**config.mk**
```make
export PLATFORM = sky130hd
export DESIGN_NAME = rag_top
export DESIGN_NICKNAME = d
export VERILOG_FILES = /design/src/rtl/rag_top.v
export VERILOG_INCLUDE_DIRS = /design/src /design/src/rtl
export SDC_FILE = /design/constraint.sdc
export NUM_CORES = 1
export LEC_CHECK = 0
export CAP_MARGIN = 20
export CORE_UTILIZATION = 55
export DETAILED_ROUTE_END_ITERATION = 10
export DONT_BUFFER_PORTS = 1
export PLACE_DENSITY_LB_ADDON = 0.05
export SLEW_MARGIN = 20
export SYNTH_ARGS = -nofsm -noshare
export SYNTH_HDL_FRONTEND = slang
export SYNTH_SLANG_ARGS = --single-unit
```
**constraint.sdc**
```tcl
create_clock -name CLOCK -period 5 [get_ports CLOCK]
set_input_delay 0.75 -clock CLOCK [delete_from_list [all_inputs] [get_ports CLOCK]]
set_output_delay 0.75 -clock CLOCK [all_outputs]
set_load 0.02 [all_outputs]
```
**src/rtl/rag_defs.vh**
```
/*
 * Constants for the right-channel AGC timing and gain configuration block.
 * Assumes inclusion by the block's design file and its bench.
 */
`ifndef RAG_DEFS_VH
`define RAG_DEFS_VH

// ---------------------------------------------------------------
// Register indices and byte addresses
// ---------------------------------------------------------------
`define RAG_IDX_CEIL        8'h60
`define RAG_IDX_ATTACK      8'h61
`define RAG_IDX_DECAY       8'h62
`define RAG_IDX_DEBOUNCE    8'h63
`define RAG_IDX_CTRL        8'h5E
`define RAG_IDX_STATUS      8'h70
`define RAG_ADDR_W          12
`define RAG_ADDR_CEIL       12'h180
`define RAG_ADDR_ATTACK     12'h184
`define RAG_ADDR_DECAY      12'h188
`define RAG_ADDR_DEBOUNCE   12'h18C
`define RAG_ADDR_CTRL       12'h178
`define RAG_ADDR_STATUS     12'h1C0

// ---------------------------------------------------------------
// Reset values
// ---------------------------------------------------------------
`define RAG_RST_CEIL        7'h7F
`define RAG_RST_TIMING      8'h00
`define RAG_RST_DEBOUNCE    5'h00
`define RAG_RST_CTRL        1'h0

// ---------------------------------------------------------------
// Field positions
// ---------------------------------------------------------------
`define RAG_CTRL_EN_BIT     7
`define RAG_ST_GATE_BIT     0
`define RAG_ST_GAIN_LSB     8
`define RAG_ST_CEIL_LSB     16

// ---------------------------------------------------------------
// Gain ceiling limits, 0.5 dB per code
// ---------------------------------------------------------------
`define RAG_CEIL_MAX        7'h74

// ---------------------------------------------------------------
// Timing bases as shifts in word clocks
// ---------------------------------------------------------------
`define RAG_ATK_BASE_SH     5
`define RAG_DCY_BASE_SH     9
`define RAG_TIME_W          22
`define RAG_DEB_W           17
`define RAG_DEB_STEP        17'h01000
`define RAG_DEB_LIN_OFS     5'h0A
`define RAG_DEB_LIN_MAX     5'h1D
`define RAG_DEB_TOP         17'h14000
`define RAG_DEB_C10         17'h00800
`define RAG_DEB_C11         17'h01000
`define RAG_DEB_C11_CODE_GUARD 5'h0B

`endif

```
**src/rtl/rag_top.v**
```verilog
/*
 * Right-channel AGC timing and gain configuration block with APB slave.
 * Assumes a 25 MHz CLOCK, an ADC word clock arriving on a pin, and AGC
 * arithmetic on CLOCK that supplies a raw gain request and noise level.
 */
// Functional notes
// - Ceiling code linear, 0.5 dB steps, gain capped
// - Codes above 58.0 dB act as 58.0
// - Attack time (2N+1) times 32 word clocks
// - Attack time scaled by two to K
// - Decay time (2N+1) times 512 word clocks
// - Decay time scaled by own two to K
// - Debounce codes two to nine doubling, ten and eleven 2048 and 4096
// - Debounce codes twelve to thirty linear 4096 steps, 31 as 30
// - Limits and timers act only when enabled
`timescale 1ns/10ps
`include "rag_defs.vh"

module rag_top (
    // Clock and reset
    input  wire        CLOCK,
    input  wire        RESET_N,
    // APB slave
    input  wire        PSEL,
    input  wire        PENABLE,
    input  wire        PWRITE,
    input  wire [11:0] PADDR,
    input  wire [31:0] PWDATA,
    output reg  [31:0] PRDATA,
    output reg         PREADY,
    output reg         PSLVERR,
    // ADC word clock pin
    input  wire        WORD_CLK,
    // AGC arithmetic side
    input  wire [6:0]  GAIN_REQ,
    input  wire        NOISE_LOW,
    output reg  [6:0]  GAIN_OUT,
    output reg  [6:0]  GAIN_CEIL,
    output reg         ATTACK_TICK,
    output reg         DECAY_TICK,
    output reg         NOISE_GATE
);

// ---------------------------------------------------------------
// Registers
// ---------------------------------------------------------------
reg [6:0]  ceil_code;
reg [7:0]  attack_cfg;
reg [7:0]  decay_cfg;
reg [4:0]  deb_code;
reg        agc_en;

// ---------------------------------------------------------------
// Word clock synchroniser and edge
// ---------------------------------------------------------------
reg        wclk_s1;
reg        wclk_s2;
reg        wclk_s3;
wire       word_tick;

always @(posedge CLOCK) begin
    if (!RESET_N) begin
        wclk_s1 <= 1'b0;
        wclk_s2 <= 1'b0;
        wclk_s3 <= 1'b0;
    end else begin
        wclk_s1 <= WORD_CLK;
        wclk_s2 <= wclk_s1;
        wclk_s3 <= wclk_s2;
    end
end

// ---------------------------------------------------------------
// Word tick
// ---------------------------------------------------------------

assign word_tick = wclk_s2 & ~wclk_s3;

// ---------------------------------------------------------------
// Decoded settings
// ---------------------------------------------------------------
wire [6:0]                 ceil_eff;
wire [`RAG_TIME_W-1:0]     attack_len;
wire [`RAG_TIME_W-1:0]     decay_len;
wire [`RAG_TIME_W-1:0]     attack_odd;
wire [`RAG_TIME_W-1:0]     decay_odd;
reg  [`RAG_DEB_W-1:0]      deb_len;
reg  [`RAG_DEB_W-1:0]      deb_mul;

assign ceil_eff = (ceil_code > `RAG_CEIL_MAX) ? `RAG_CEIL_MAX : ceil_code;

// ---------------------------------------------------------------
// Attack and decay lengths
// ---------------------------------------------------------------

assign attack_odd = {{(`RAG_TIME_W-6){1'b0}}, attack_cfg[7:3], 1'b1};
assign decay_odd  = {{(`RAG_TIME_W-6){1'b0}}, decay_cfg[7:3], 1'b1};

assign attack_len = attack_odd << (attack_cfg[2:0] + `RAG_ATK_BASE_SH);
assign decay_len  = decay_odd << (decay_cfg[2:0] + `RAG_DCY_BASE_SH);

// ---------------------------------------------------------------
// Debounce length decode
// ---------------------------------------------------------------

always @* begin
    deb_mul = {{(`RAG_DEB_W-5){1'b0}}, deb_code - `RAG_DEB_LIN_OFS};
    case (deb_code)
        5'h00,
        5'h01: begin
            deb_len = {`RAG_DEB_W{1'b0}};
        end
        5'h0A: begin
            deb_len = `RAG_DEB_C10;
        end
        5'h0B: begin
            deb_len = `RAG_DEB_C11;
        end
        5'h1E,
        5'h1F: begin
            deb_len = `RAG_DEB_TOP;
        end
        default: begin
            if (deb_code > `RAG_DEB_C11_CODE_GUARD)
                deb_len = deb_mul * `RAG_DEB_STEP;
            else
                deb_len = {{(`RAG_DEB_W-1){1'b0}}, 1'b1} << deb_code;
        end
    endcase
end

// ---------------------------------------------------------------
// Attack and decay timers
// ---------------------------------------------------------------
reg [`RAG_TIME_W-1:0] attack_cnt;
reg [`RAG_TIME_W-1:0] decay_cnt;
wire                  attack_wrap;
wire                  decay_wrap;

assign attack_wrap = (attack_cnt >= attack_len - 1'b1);
assign decay_wrap  = (decay_cnt >= decay_len - 1'b1);

always @(posedge CLOCK) begin
    if (!RESET_N) begin
        attack_cnt  <= {`RAG_TIME_W{1'b0}};
        decay_cnt   <= {`RAG_TIME_W{1'b0}};
        ATTACK_TICK <= 1'b0;
        DECAY_TICK  <= 1'b0;
    end else if (!agc_en) begin
        attack_cnt  <= {`RAG_TIME_W{1'b0}};
        decay_cnt   <= {`RAG_TIME_W{1'b0}};
        ATTACK_TICK <= 1'b0;
        DECAY_TICK  <= 1'b0;
    end else begin
        ATTACK_TICK <= word_tick & attack_wrap;
        DECAY_TICK  <= word_tick & decay_wrap;
        if (word_tick) begin
            if (attack_wrap)
                attack_cnt <= {`RAG_TIME_W{1'b0}};
            else
                attack_cnt <= attack_cnt + 1'b1;
            if (decay_wrap)
                decay_cnt <= {`RAG_TIME_W{1'b0}};
            else
                decay_cnt <= decay_cnt + 1'b1;
        end
    end
end

// ---------------------------------------------------------------
// Noise debounce
// ---------------------------------------------------------------
reg [`RAG_DEB_W-1:0] deb_cnt;

always @(posedge CLOCK) begin
    if (!RESET_N) begin
        deb_cnt    <= {`RAG_DEB_W{1'b0}};
        NOISE_GATE <= 1'b0;
    end else if (!agc_en || !NOISE_LOW) begin
        deb_cnt    <= {`RAG_DEB_W{1'b0}};
        NOISE_GATE <= 1'b0;
    end else if (deb_cnt >= deb_len) begin
        NOISE_GATE <= 1'b1;
    end else if (word_tick) begin
        deb_cnt <= deb_cnt + 1'b1;
    end
end

// ---------------------------------------------------------------
// Gain limiting
// ---------------------------------------------------------------
always @(posedge CLOCK) begin
    if (!RESET_N) begin
        GAIN_OUT  <= 7'h00;
        GAIN_CEIL <= 7'h00;
    end else if (!agc_en) begin
        GAIN_OUT  <= 7'h00;
        GAIN_CEIL <= 7'h00;
    end else begin
        GAIN_CEIL <= ceil_eff;
        GAIN_OUT  <= (GAIN_REQ > ceil_eff) ? ceil_eff : GAIN_REQ;
    end
end

// ---------------------------------------------------------------
// APB slave
// ---------------------------------------------------------------
wire        apb_access;
wire        apb_wr;
reg         addr_hit;
reg  [31:0] rd_mux;

assign apb_access = PSEL & PENABLE;
assign apb_wr     = apb_access & PREADY & PWRITE & addr_hit;

// ---------------------------------------------------------------
// Read multiplexer
// ---------------------------------------------------------------

always @* begin
    addr_hit = 1'b1;
    rd_mux   = 32'h0000_0000;
    case (PADDR)
        `RAG_ADDR_CEIL: begin
            rd_mux[6:0] = ceil_code;
        end
        `RAG_ADDR_ATTACK: begin
            rd_mux[7:0] = attack_cfg;
        end
        `RAG_ADDR_DECAY: begin
            rd_mux[7:0] = decay_cfg;
        end
        `RAG_ADDR_DEBOUNCE: begin
            rd_mux[4:0] = deb_code;
        end
        `RAG_ADDR_CTRL: begin
            rd_mux[`RAG_CTRL_EN_BIT] = agc_en;
        end
        `RAG_ADDR_STATUS: begin
            rd_mux[`RAG_ST_GATE_BIT]              = NOISE_GATE;
            rd_mux[`RAG_ST_GAIN_LSB+6:`RAG_ST_GAIN_LSB] = GAIN_OUT;
            rd_mux[`RAG_ST_CEIL_LSB+6:`RAG_ST_CEIL_LSB] = GAIN_CEIL;
        end
        default: begin
            addr_hit = 1'b0;
        end
    endcase
end

// ---------------------------------------------------------------
// APB answer, one cycle into the access phase
// ---------------------------------------------------------------
always @(posedge CLOCK) begin
    if (!RESET_N) begin
        PREADY  <= 1'b0;
        PRDATA  <= 32'h0000_0000;
        PSLVERR <= 1'b0;
    end else if (apb_access && !PREADY) begin
        PREADY  <= 1'b1;
        PRDATA  <= PWRITE ? 32'h0000_0000 : rd_mux;
        PSLVERR <= ~addr_hit;
    end else begin
        PREADY  <= 1'b0;
        PRDATA  <= 32'h0000_0000;
        PSLVERR <= 1'b0;
    end
end

// ---------------------------------------------------------------
// Register writes; reserved bits are not stored
// ---------------------------------------------------------------
always @(posedge CLOCK) begin
    if (!RESET_N) begin
        ceil_code  <= `RAG_RST_CEIL;
        attack_cfg <= `RAG_RST_TIMING;
        decay_cfg  <= `RAG_RST_TIMING;
        deb_code   <= `RAG_RST_DEBOUNCE;
        agc_en     <= `RAG_RST_CTRL;
    end else if (apb_wr) begin
        case (PADDR)
            `RAG_ADDR_CEIL: begin
                ceil_code <= PWDATA[6:0];
            end
            `RAG_ADDR_ATTACK: begin
                attack_cfg <= PWDATA[7:0];
            end
            `RAG_ADDR_DECAY: begin
                decay_cfg <= PWDATA[7:0];
            end
            `RAG_ADDR_DEBOUNCE: begin
                deb_code <= PWDATA[4:0];
            end
            `RAG_ADDR_CTRL: begin
                agc_en <= PWDATA[`RAG_CTRL_EN_BIT];
            end
            default: begin
                agc_en <= agc_en;
            end
        endcase
    end
end

endmodule // rag_top
```
# Word level (Yosys, flattened, before mapping)
# Index checks and enable logic that the tools add are counted.
# op_classes
addsub	8
magnitude_cmp	6
n_eq_ne	11
shift	3
n_mux	12
n_bitwise	13
n_reduce_logical	20
# ops
cell	n
12-bit by 9-bit == test with 1-bit output (second input constant)	6
17-bit one-hot mux with 4 select lines	1
22-bit by 1-bit adder with 22-bit output (second input constant)	2
22-bit greater-or-equal comparator	2
22-bit two-way mux	2
22-bit by 1-bit subtractor with 22-bit output (second input constant)	2
6-bit by 4-bit << shifter with 22-bit output	1
6-bit by 5-bit << shifter with 22-bit output	1
17-bit by 1-bit adder with 17-bit output (second input constant)	1
17-bit greater-or-equal comparator	1
17-bit two-way mux	1
1-bit by 5-bit << shifter with 17-bit output (first input constant)	1
4-bit one-hot mux with 4 select lines	1
2-bit AND reduction	8
7-bit two-way mux	2
5-bit by 4-bit == test with 1-bit output (second input constant)	2
5-bit == test (second input constant)	2
1-bit bitwise AND	7
7-bit greater-than comparator	1
7-bit greater-than comparator (second input constant)	1
1-bit inverter	6
2-bit one-hot mux with 3 select lines	1
2-bit OR reduction	3
6-bit OR reduction	1
14 further kinds	17
# totals
reg_bits	144
inputBits	58
out_inout_bits	51

# Logic depth before layout (Yosys ltp)
# Gate-level depths: netlist of the first run.
# depth
ltp_word	6
mapped_depth	21
mapped_depth_nobuf	19

# Worst setup path after synthesis of the first run
# OpenSTA, ideal clock, no wires.
# synth_path
path_type	register to register
from	reg attack_cfg[0]
to	reg attack_cnt[11]
arrival_ns	4.465
required_time_ns	4.935
setup_slack_ns	0.470
path_stages_with_launch	19
synth_period_minus_slack_ns	4.530
path_cell_list	dfxtp_1 > ha_1 > clkbuf_1 > or4b_2 > o41a_1 > o21ai_1 > o21ai_0 > nor3b_1 > a21oi_1 > o22ai_1 > ha_1 > a21o_1 > a21o_1 > a21o_1 > a221o_1 > a211oi_1 > o21ai_1 > clkbuf_1 > nor2_1
# synth_between
elab_chain_len	5
# synth_rtl
element	line	rtl
start, declared	rag_top.v:48	reg [7:0] attack_cfg;
start signal, assigned	rag_top.v:275	attack_cfg <= `RAG_RST_TIMING;
start signal, assigned	rag_top.v:285	attack_cfg <= PWDATA[7:0];
3-bit by 3-bit adder with 4-bit output (no source line)	-	
6-bit by 4-bit << shifter with 22-bit output	rag_top.v:99	assign attack_len = attack_odd << (attack_cfg[2:0] + `RAG_ATK_BASE_SH);
22-bit by 1-bit subtractor with 22-bit output	rag_top.v:140	assign attack_wrap = (attack_cnt >= attack_len - 1'b1);
22-bit greater-or-equal comparator	rag_top.v:140	
22-bit two-way mux	rag_top.v:158	if (attack_wrap)
end signal, assigned	rag_top.v:145	attack_cnt <= {`RAG_TIME_W{1'b0}};
end signal, assigned	rag_top.v:159	attack_cnt <= {`RAG_TIME_W{1'b0}};
end signal, assigned	rag_top.v:161	attack_cnt <= attack_cnt + 1'b1;
end, declared	rag_top.v:135	reg [`RAG_TIME_W-1:0] attack_cnt;
# Every way passes these cells.
# A chain may end at the register's enable or synchronous reset.

# Worst setup path in the final report of the first run
# layout_path
from	reg attack_cfg[1]
to	reg attack_cnt[15]
# Same word-level chain as after synthesis.

==> summary.md, run 1 <==
| Metric | Value |
|---|---|
| Slowest-stage cell, CP | `mux4_2` |
| Proportion of layout cells with a drive suffix above 1 | `0.0792` |
| Worst Clk Skew | `slightly above 0.01 ns` |
| CTS Buf Count | `17` |
| Clk slew on worst S/H paths | `~0.070 ns` |
| Crit-path cells | `ha_1 -> buf_4 -> mux4_2 -> o41a_1 -> o21ai_1 -> o21ai_0 -> nor3b_1 -> a21oi_1 -> o22ai_1 -> ha_1 -> a21o_1 -> a21o_1 -> a21o_1 -> a221o_1 -> a211oi_1 -> o21ai_1 -> buf_4 -> nor2_1` |
| Crit-path max FO | `19` |
| Fin crit share | `0.930` |
| CTS Root Cell | `clkbuf_16` |
| Ys async rst share | `0` |
| Worst-skew pair later-pin latency | `about 0.43 ns` |
| Area growth from synthesis to layout | `8.37%` |
| Synth warn | `0` |
| Full die area | `around 0.017 mm2` |
| Slew @ Worst Pin | `between 0.8 and 0.9 ns` |
| Drt wl/cell | `15.7 um` |
| Worst endpoint required time | `5.36 ns` |
| Worst reg2reg setup slack | `0.35 ns` |
| Mapped Avg Cell Area | `8.13 um2` |
| Largest net degree at the start of global routing | `37` |
| Total GRT Usage | `0.252` |
| Cell mode on critical path | `a21o_1` |
| #FFs+latches synth | `roughly 130` |
| PnR worst setup slack | `approximately 0.35 ns` |
| Vias | `slightly below 8000` |
| Most frequent cells in the layout | `nor2_1, dfxtp_1, nand2_1` |
| Routed Wire Length | `approximately 21 mm` |
| Ys flop type | `dfxtp_1` |
| R2r startpoint | `attack_cfg[1]` |
| Hold WC Path Type | `primary input to register` |
| Boundary pin count | `109` |
| Detail Placement HPWL | `15.7 mm` |
| DP Worst Slack | `0.396 ns` |
| CTS tree | `yes` |
| Htree depth | `4` |
| Setup TNS | `0 ns` |
| Unrepaired setup endpoints after global routing | `false` |
| Sink Count | `134` |
| Status | `finished, final reports clean` |
| Commonest non-fill, non-tap cell in the layout | `nor2_1` |
| Power per Cell Area | `roughly 230 mW/mm2` |
| Die height | `between 100 and 150 um` |
| Max_cap viols | `0` |
| Setup Buffers After CTS | `0` |
| Slew HR | `0.405` |
| Count of final setup violators | `0` |
| CTS max path bufs | `2` |
| Core Rows | `46` |
| Critical path startpoint | `attack_cfg[1]` |
| Hold_sp | `RESET_N` |
| Seq/Total Area, Yosys | `0.292` |
| WP data arrival | `5.01 ns` |
| Leak Pwr | `3.84 nW` |
| Number of global-route vias before repair | `between 7000 and 8000` |
| Final nets | `around 1300` |
| Cell variety after synth | `a little over 80` |
| Antenna violations before repair | `0` |
| Mapped Area | `roughly 0.0092 mm2` |
| CORE AREA | `around 0.016 mm2` |
| CP Capture Type | `register` |
| Vias per cell | `around 5.7` |
| Initial core utilization | `0.571` |
| Die Width | `around 130 um` |
| Initial DRC count | `roughly 650` |
| Max Clk Rate | `around 0.21 GHz` |
| Antenna-violating nets left | `0` |
| RePlAce Congestion | `0.926` |
| Peak VDD IR | `approximately 0.27 mV` |
| First-pass GRT wire length | `~35 mm` |
| Post-Synthesis Cells | `roughly 1100` |
| Critical path class | `register to register` |
| Startpoint Class | `register` |
| Final number of hold-violating endpoints | `0` |
| Drt first pass iters | `6` |
| EDFF count, synth | `0` |
| Final Max Tran Viols | `0` |
| # diodes | `0` |
| Post-route minimum period | `4.65 ns` |
| CP max stage delay | `around 0.41 ns` |
| Port bufs | `0` |
| GR Overflow Total | `0` |
| Post-route DRC | `0` |
final timing paths:
path	to	cells after the start
max	attack_cnt[15]	18
min	ceil_code[0]	1
max reg2reg	attack_cnt[15]	18
min reg2reg	wclk_s2	1
report_power, final:
group	switching, mW	total (mW)	internal [mW]
logic	0.0242	0.0423	0.0180
registers	0.00150	1.07	1.07
clock network	0.538	1.19	0.655
registers in the layout, summed over array words and instances (netlist names), 5 cells and up:
register	cells
PRDATA	22
attack_cfg	8
GAIN_CEIL	7
ceil_code	7
GAIN_OUT	7
decay_cnt	22
deb_code	5
attack_cnt	22
deb_cnt	17
decay_cfg	8
cell usage after synthesis, drive strengths merged, types with 6 or more instances:
cell type / n / share of area
mux2i: 43 / 0.047
a21oi: 56 / 0.031
a211oi: 14 / 0.011
ha: 80 / 0.11
o21ai: 34 / 0.019
a21o: 17 / 0.014
mux2: 6 / 0.0074
mux4: 6 / 0.015
nor3: 40 / 0.023
o211ai: 6 / 0.0049
or2: 7 / 0.0048
and2: 26 / 0.018
nor2: 145 / 0.060
nand4: 17 / 0.012
dfxtp: 134 / 0.29
inv: 25 / 0.010
nor4b: 6 / 0.0064
clkbuf: 35 / 0.014
xor2: 32 / 0.031
nand3: 48 / 0.026
xnor2: 41 / 0.039
and4: 6 / 0.0057
buf: 22 / 0.016
nor2b: 39 / 0.027
nor4: 14 / 0.012
and3: 18 / 0.012
nand2: 106 / 0.043
nand2b: 14 / 0.0095
a31oi: 11 / 0.0075
nor3b: 6 / 0.0049
o21a: 13 / 0.011
layer usage:
metal | up-vias | share of wire | track usage
met2 | 157 | 0.47 | 0.417
met4 | 0 | 0.015 | 0.0667
met5 | - | 0 | 0
met1 | 3595 | 0.48 | 0.334
li1 | 3993 | - | -
met3 | 25 | 0.042 | 0.0482
worst max-delay path, delay by kind of cell, from the launching register on:
kind	cells	cell delay, ns
compound gates	11	2.44
fa+ha+maj	2	0.58
buf+inv	2	0.43
mux	1	0.41
flops	1	0.36
simple gates	2	0.35
final cells by class:
class / instances / area, um2
sequential: 134 / 2680
fill: 1456 / 6120
inverter: 27 / 101
timing repair buffer: 22 / 165
clock buffer: 17 / 425
multi-input combinational: 922 / 6160
clock inverter: 15 / 135
tap: 216 / 270
through the flow:
stage | hold slack, ns | cells | total power [mW] | area, um2 | utilization
after floorplan | 0.412 | 1140 | 1.14 | 9220 | -
after global placement | 0.424 | 1321 | 1.14 | 9370 | 0.584
after detailed placement | 0.424 | 1321 | 1.14 | 9370 | 0.584
after CTS | 0.381 | 1353 | 2.34 | 9930 | 0.618
after global routing | 0.397 | 1353 | 2.38 | 9940 | 0.619
final | 0.403 | 1353 | 2.31 | 9940 | 0.619
what timing repair did:
item                       in CTS  in global routing
hold buffers                    0                  0
resized for setup               0                  2
setup endpoints to repair       0                  3
cell families (layout without fill, tap and decap cells):
group,count (synthesis),in the layout,share of synthesized area
and+or+nand+nor,512,512,0.283
AOI/OAI and AO/OA,189,189,0.134
DFF,134,134,0.292
buffers and inverters,84,81,0.0416
adders and majority gates,80,80,0.109
xor gates and xnor gates,73,73,0.0697
muxes,55,55,0.0694
other,2,13,0.000819
Power figures use the tool's default switching activity.
==> run 2: changes to the inputs <==
==> constraint.sdc (replaced) <==
create_clock -name CLOCK -period 5.4 [get_ports CLOCK]
set_input_delay 0.81 -clock CLOCK [delete_from_list [all_inputs] [get_ports CLOCK]]
set_output_delay 0.81 -clock CLOCK [all_outputs]
set_load 0.02 [all_outputs]
==> summary.md, run 2 (synthesis gave the netlist of run 1 again) <==
| Metric | Value |
|---|---|
| Tot Pwr | `2.27 mW (-1.5%)` |
| Vias per cell | `5.80 (+0.97%)` |
| Worst-skew pair later-pin latency | `0.43 ns (about the same)` |
| CTS tree | `yes` |
| Setup Buffers After CTS | `0 (unchanged)` |
| CP Capture Type | `register` |
| Hold WC Path Type | `register to register` |
| Peak VDD IR | `0.219 mV (-19%)` |
| Final number of hold-violating endpoints | `0 (unchanged)` |
| Slew HR | `0.363 (-0.0414)` |
| CTS max path bufs | `2 (unchanged)` |
| WP data arrival | `5.27 ns (+0.26 ns)` |
| Commonest non-fill, non-tap cell in the layout | `nor2_1` |
| Crit-path max FO | `19 (unchanged)` |
| Largest net degree at the start of global routing | `37 (unchanged)` |
| Area growth from synthesis to layout | `8.46% (about the same)` |
| Most frequent cells in the layout | `nor2_1, dfxtp_1, nand2_1` |
| Biggest registers after layout | `PRDATA: 22 flops, attack_cnt: 22 flops, decay_cnt: 22 flops` |
| Drt wl/cell | `15.8 um (+0.35%)` |
| Unrepaired setup endpoints after global routing | `false` |
| Antenna violations before repair | `0 (unchanged)` |
| Max_cap viols | `0 (unchanged)` |
| Power per Cell Area | `228 mW/mm2 (-1.6%)` |
| Max Clk Rate | `0.204 GHz (-5.2%)` |
| Setup TNS | `0 ns (unchanged)` |
| Antenna-violating nets left | `0 (unchanged)` |
| Number of global-route vias before repair | `7192 (+2.1%)` |
| Critical path class | `register to register` |
| Routed Wire Length | `21.2 mm (-0.16%)` |
| Vias | `7805 (+0.45%)` |
| Die Width | `131 um (unchanged)` |
| Boundary pin count | `109 (unchanged)` |
| Leak Pwr | `3.84 nW (-0.14%)` |
| First-pass GRT wire length | `35.4 mm (-0.19%)` |
| Initial DRC count | `684 (+5.7%)` |
| Detail Placement HPWL | `15.6 mm (-0.65%)` |
| Status | `finished, final reports clean` |
| PostCTS Resize Cnt | `0 (unchanged)` |
| Count of final setup violators | `0 (unchanged)` |
| CTS hold repair buffers | `0 (unchanged)` |
| Startpoint Class | `register` |
| Final Hold Slack | `0.442 ns (+0.0394 ns)` |
| # diodes | `0 (unchanged)` |
| Port bufs | `0 (unchanged)` |
| Fin crit share | `0.909 (-0.0213)` |
| Sink Count | `134 (unchanged)` |
| Fill count | `1452 (-0.27%)` |
| CTS Root Cell | `clkbuf_16` |
| Slew @ Worst Pin | `0.955 ns (+0.0643 ns)` |
| Post-route minimum period | `4.91 ns (+0.257 ns)` |
| Total GRT Usage | `0.252 (about the same)` |
| Clk slew on worst S/H paths | `0.06 ns (about the same)` |
| Core Rows | `46 (unchanged)` |
| Final nets | `1255 (-0.55%)` |
| Worst endpoint required time | `5.76 ns (+0.40 ns)` |
| GR Overflow Total | `0 (unchanged)` |
| Drt first pass iters | `5 (-1)` |
| Final Max Tran Viols | `0 (unchanged)` |
| Worst Clk Skew | `0.00986 ns (-0.000509 ns)` |
| Proportion of layout cells with a drive suffix above 1 | `0.0735 (-0.00570)` |
| Initial core utilization | `0.571 (unchanged)` |
| CORE AREA | `0.0161 mm2 (unchanged)` |
| CTS Buf Count | `17 (unchanged)` |
| Full die area | `0.0172 mm2 (unchanged)` |
| RePlAce Congestion | `0.912 (-1.5%)` |
| Die height | `131 um (unchanged)` |
| Htree depth | `4 (unchanged)` |
| Post-route DRC | `0 (unchanged)` |
| DP Worst Slack | `0.409 ns (+0.0133 ns)` |
| PnR worst setup slack | `0.491 ns (+0.143 ns)` |
## run 2: worst paths after layout
kind                        end  slack, ns     startpoint  depth (start not counted)
setup / recovery  attack_cnt[3]       0.49  attack_cfg[1]                         19
hold / removal          wclk_s2       0.44        wclk_s1                          1
setup reg to reg  attack_cnt[3]       0.49  attack_cfg[1]                         19
hold reg to reg         wclk_s2       0.44        wclk_s1                          1
## run 2: where the power goes
part,internal [mW],switching (mW)
logic,0.0164,0.0229
registers,0.990,0.00138
clock network,0.752,0.488
## run 2: worst max-delay path: stages, from the launching register on
cell	delay, ns
dfxtp_1	0.36
ha_1	0.43
buf_4	0.22
mux4_2	0.40
o41a_1	0.40
o21ai_1	0.27
o21ai_0	0.24
nor3b_1	0.23
a21oi_1	0.06
o22ai_1	0.20
ha_1	0.28
a21o_1	0.18
a21o_1	0.17
a21o_1	0.17
a221o_1	0.32
a211oi_1	0.31
buf_4	0.19
o21ai_1	0.06
buf_4	0.24
nor2_1	0.12
## run 2: per-stage QoR
step | instance area [um2] | instances | util
after floorplan | 9220 | 1140 | -
after global placement | 9320 | 1314 | 0.580
after detailed placement | 9320 | 1314 | 0.580
after CTS | 9940 | 1346 | 0.619
after global routing | 9950 | 1346 | 0.620
final | 9950 | 1346 | 0.620
## run 2: layout make-up
cell class                      instances  area, um2  area share
Clock buffer                           18        439      0.0441
Clock inverter                         14        188      0.0189
Inverter                               27        101      0.0102
Multi-Input combinational cell        922       6160       0.619
Sequential cell                       134       2680       0.270
Tap cell                              216        270      0.0272
Timing Repair Buffer                   15        113      0.0113
## run 2: layer usage
layer  vias to the layer above  global-route usage  part of all wire
li1                       3975                   -                 -
met1                      3580               0.336              0.48
met2                       218               0.408              0.46
met3                        32              0.0509             0.051
met4                         0              0.0778             0.014
met5                         -                   0                 0
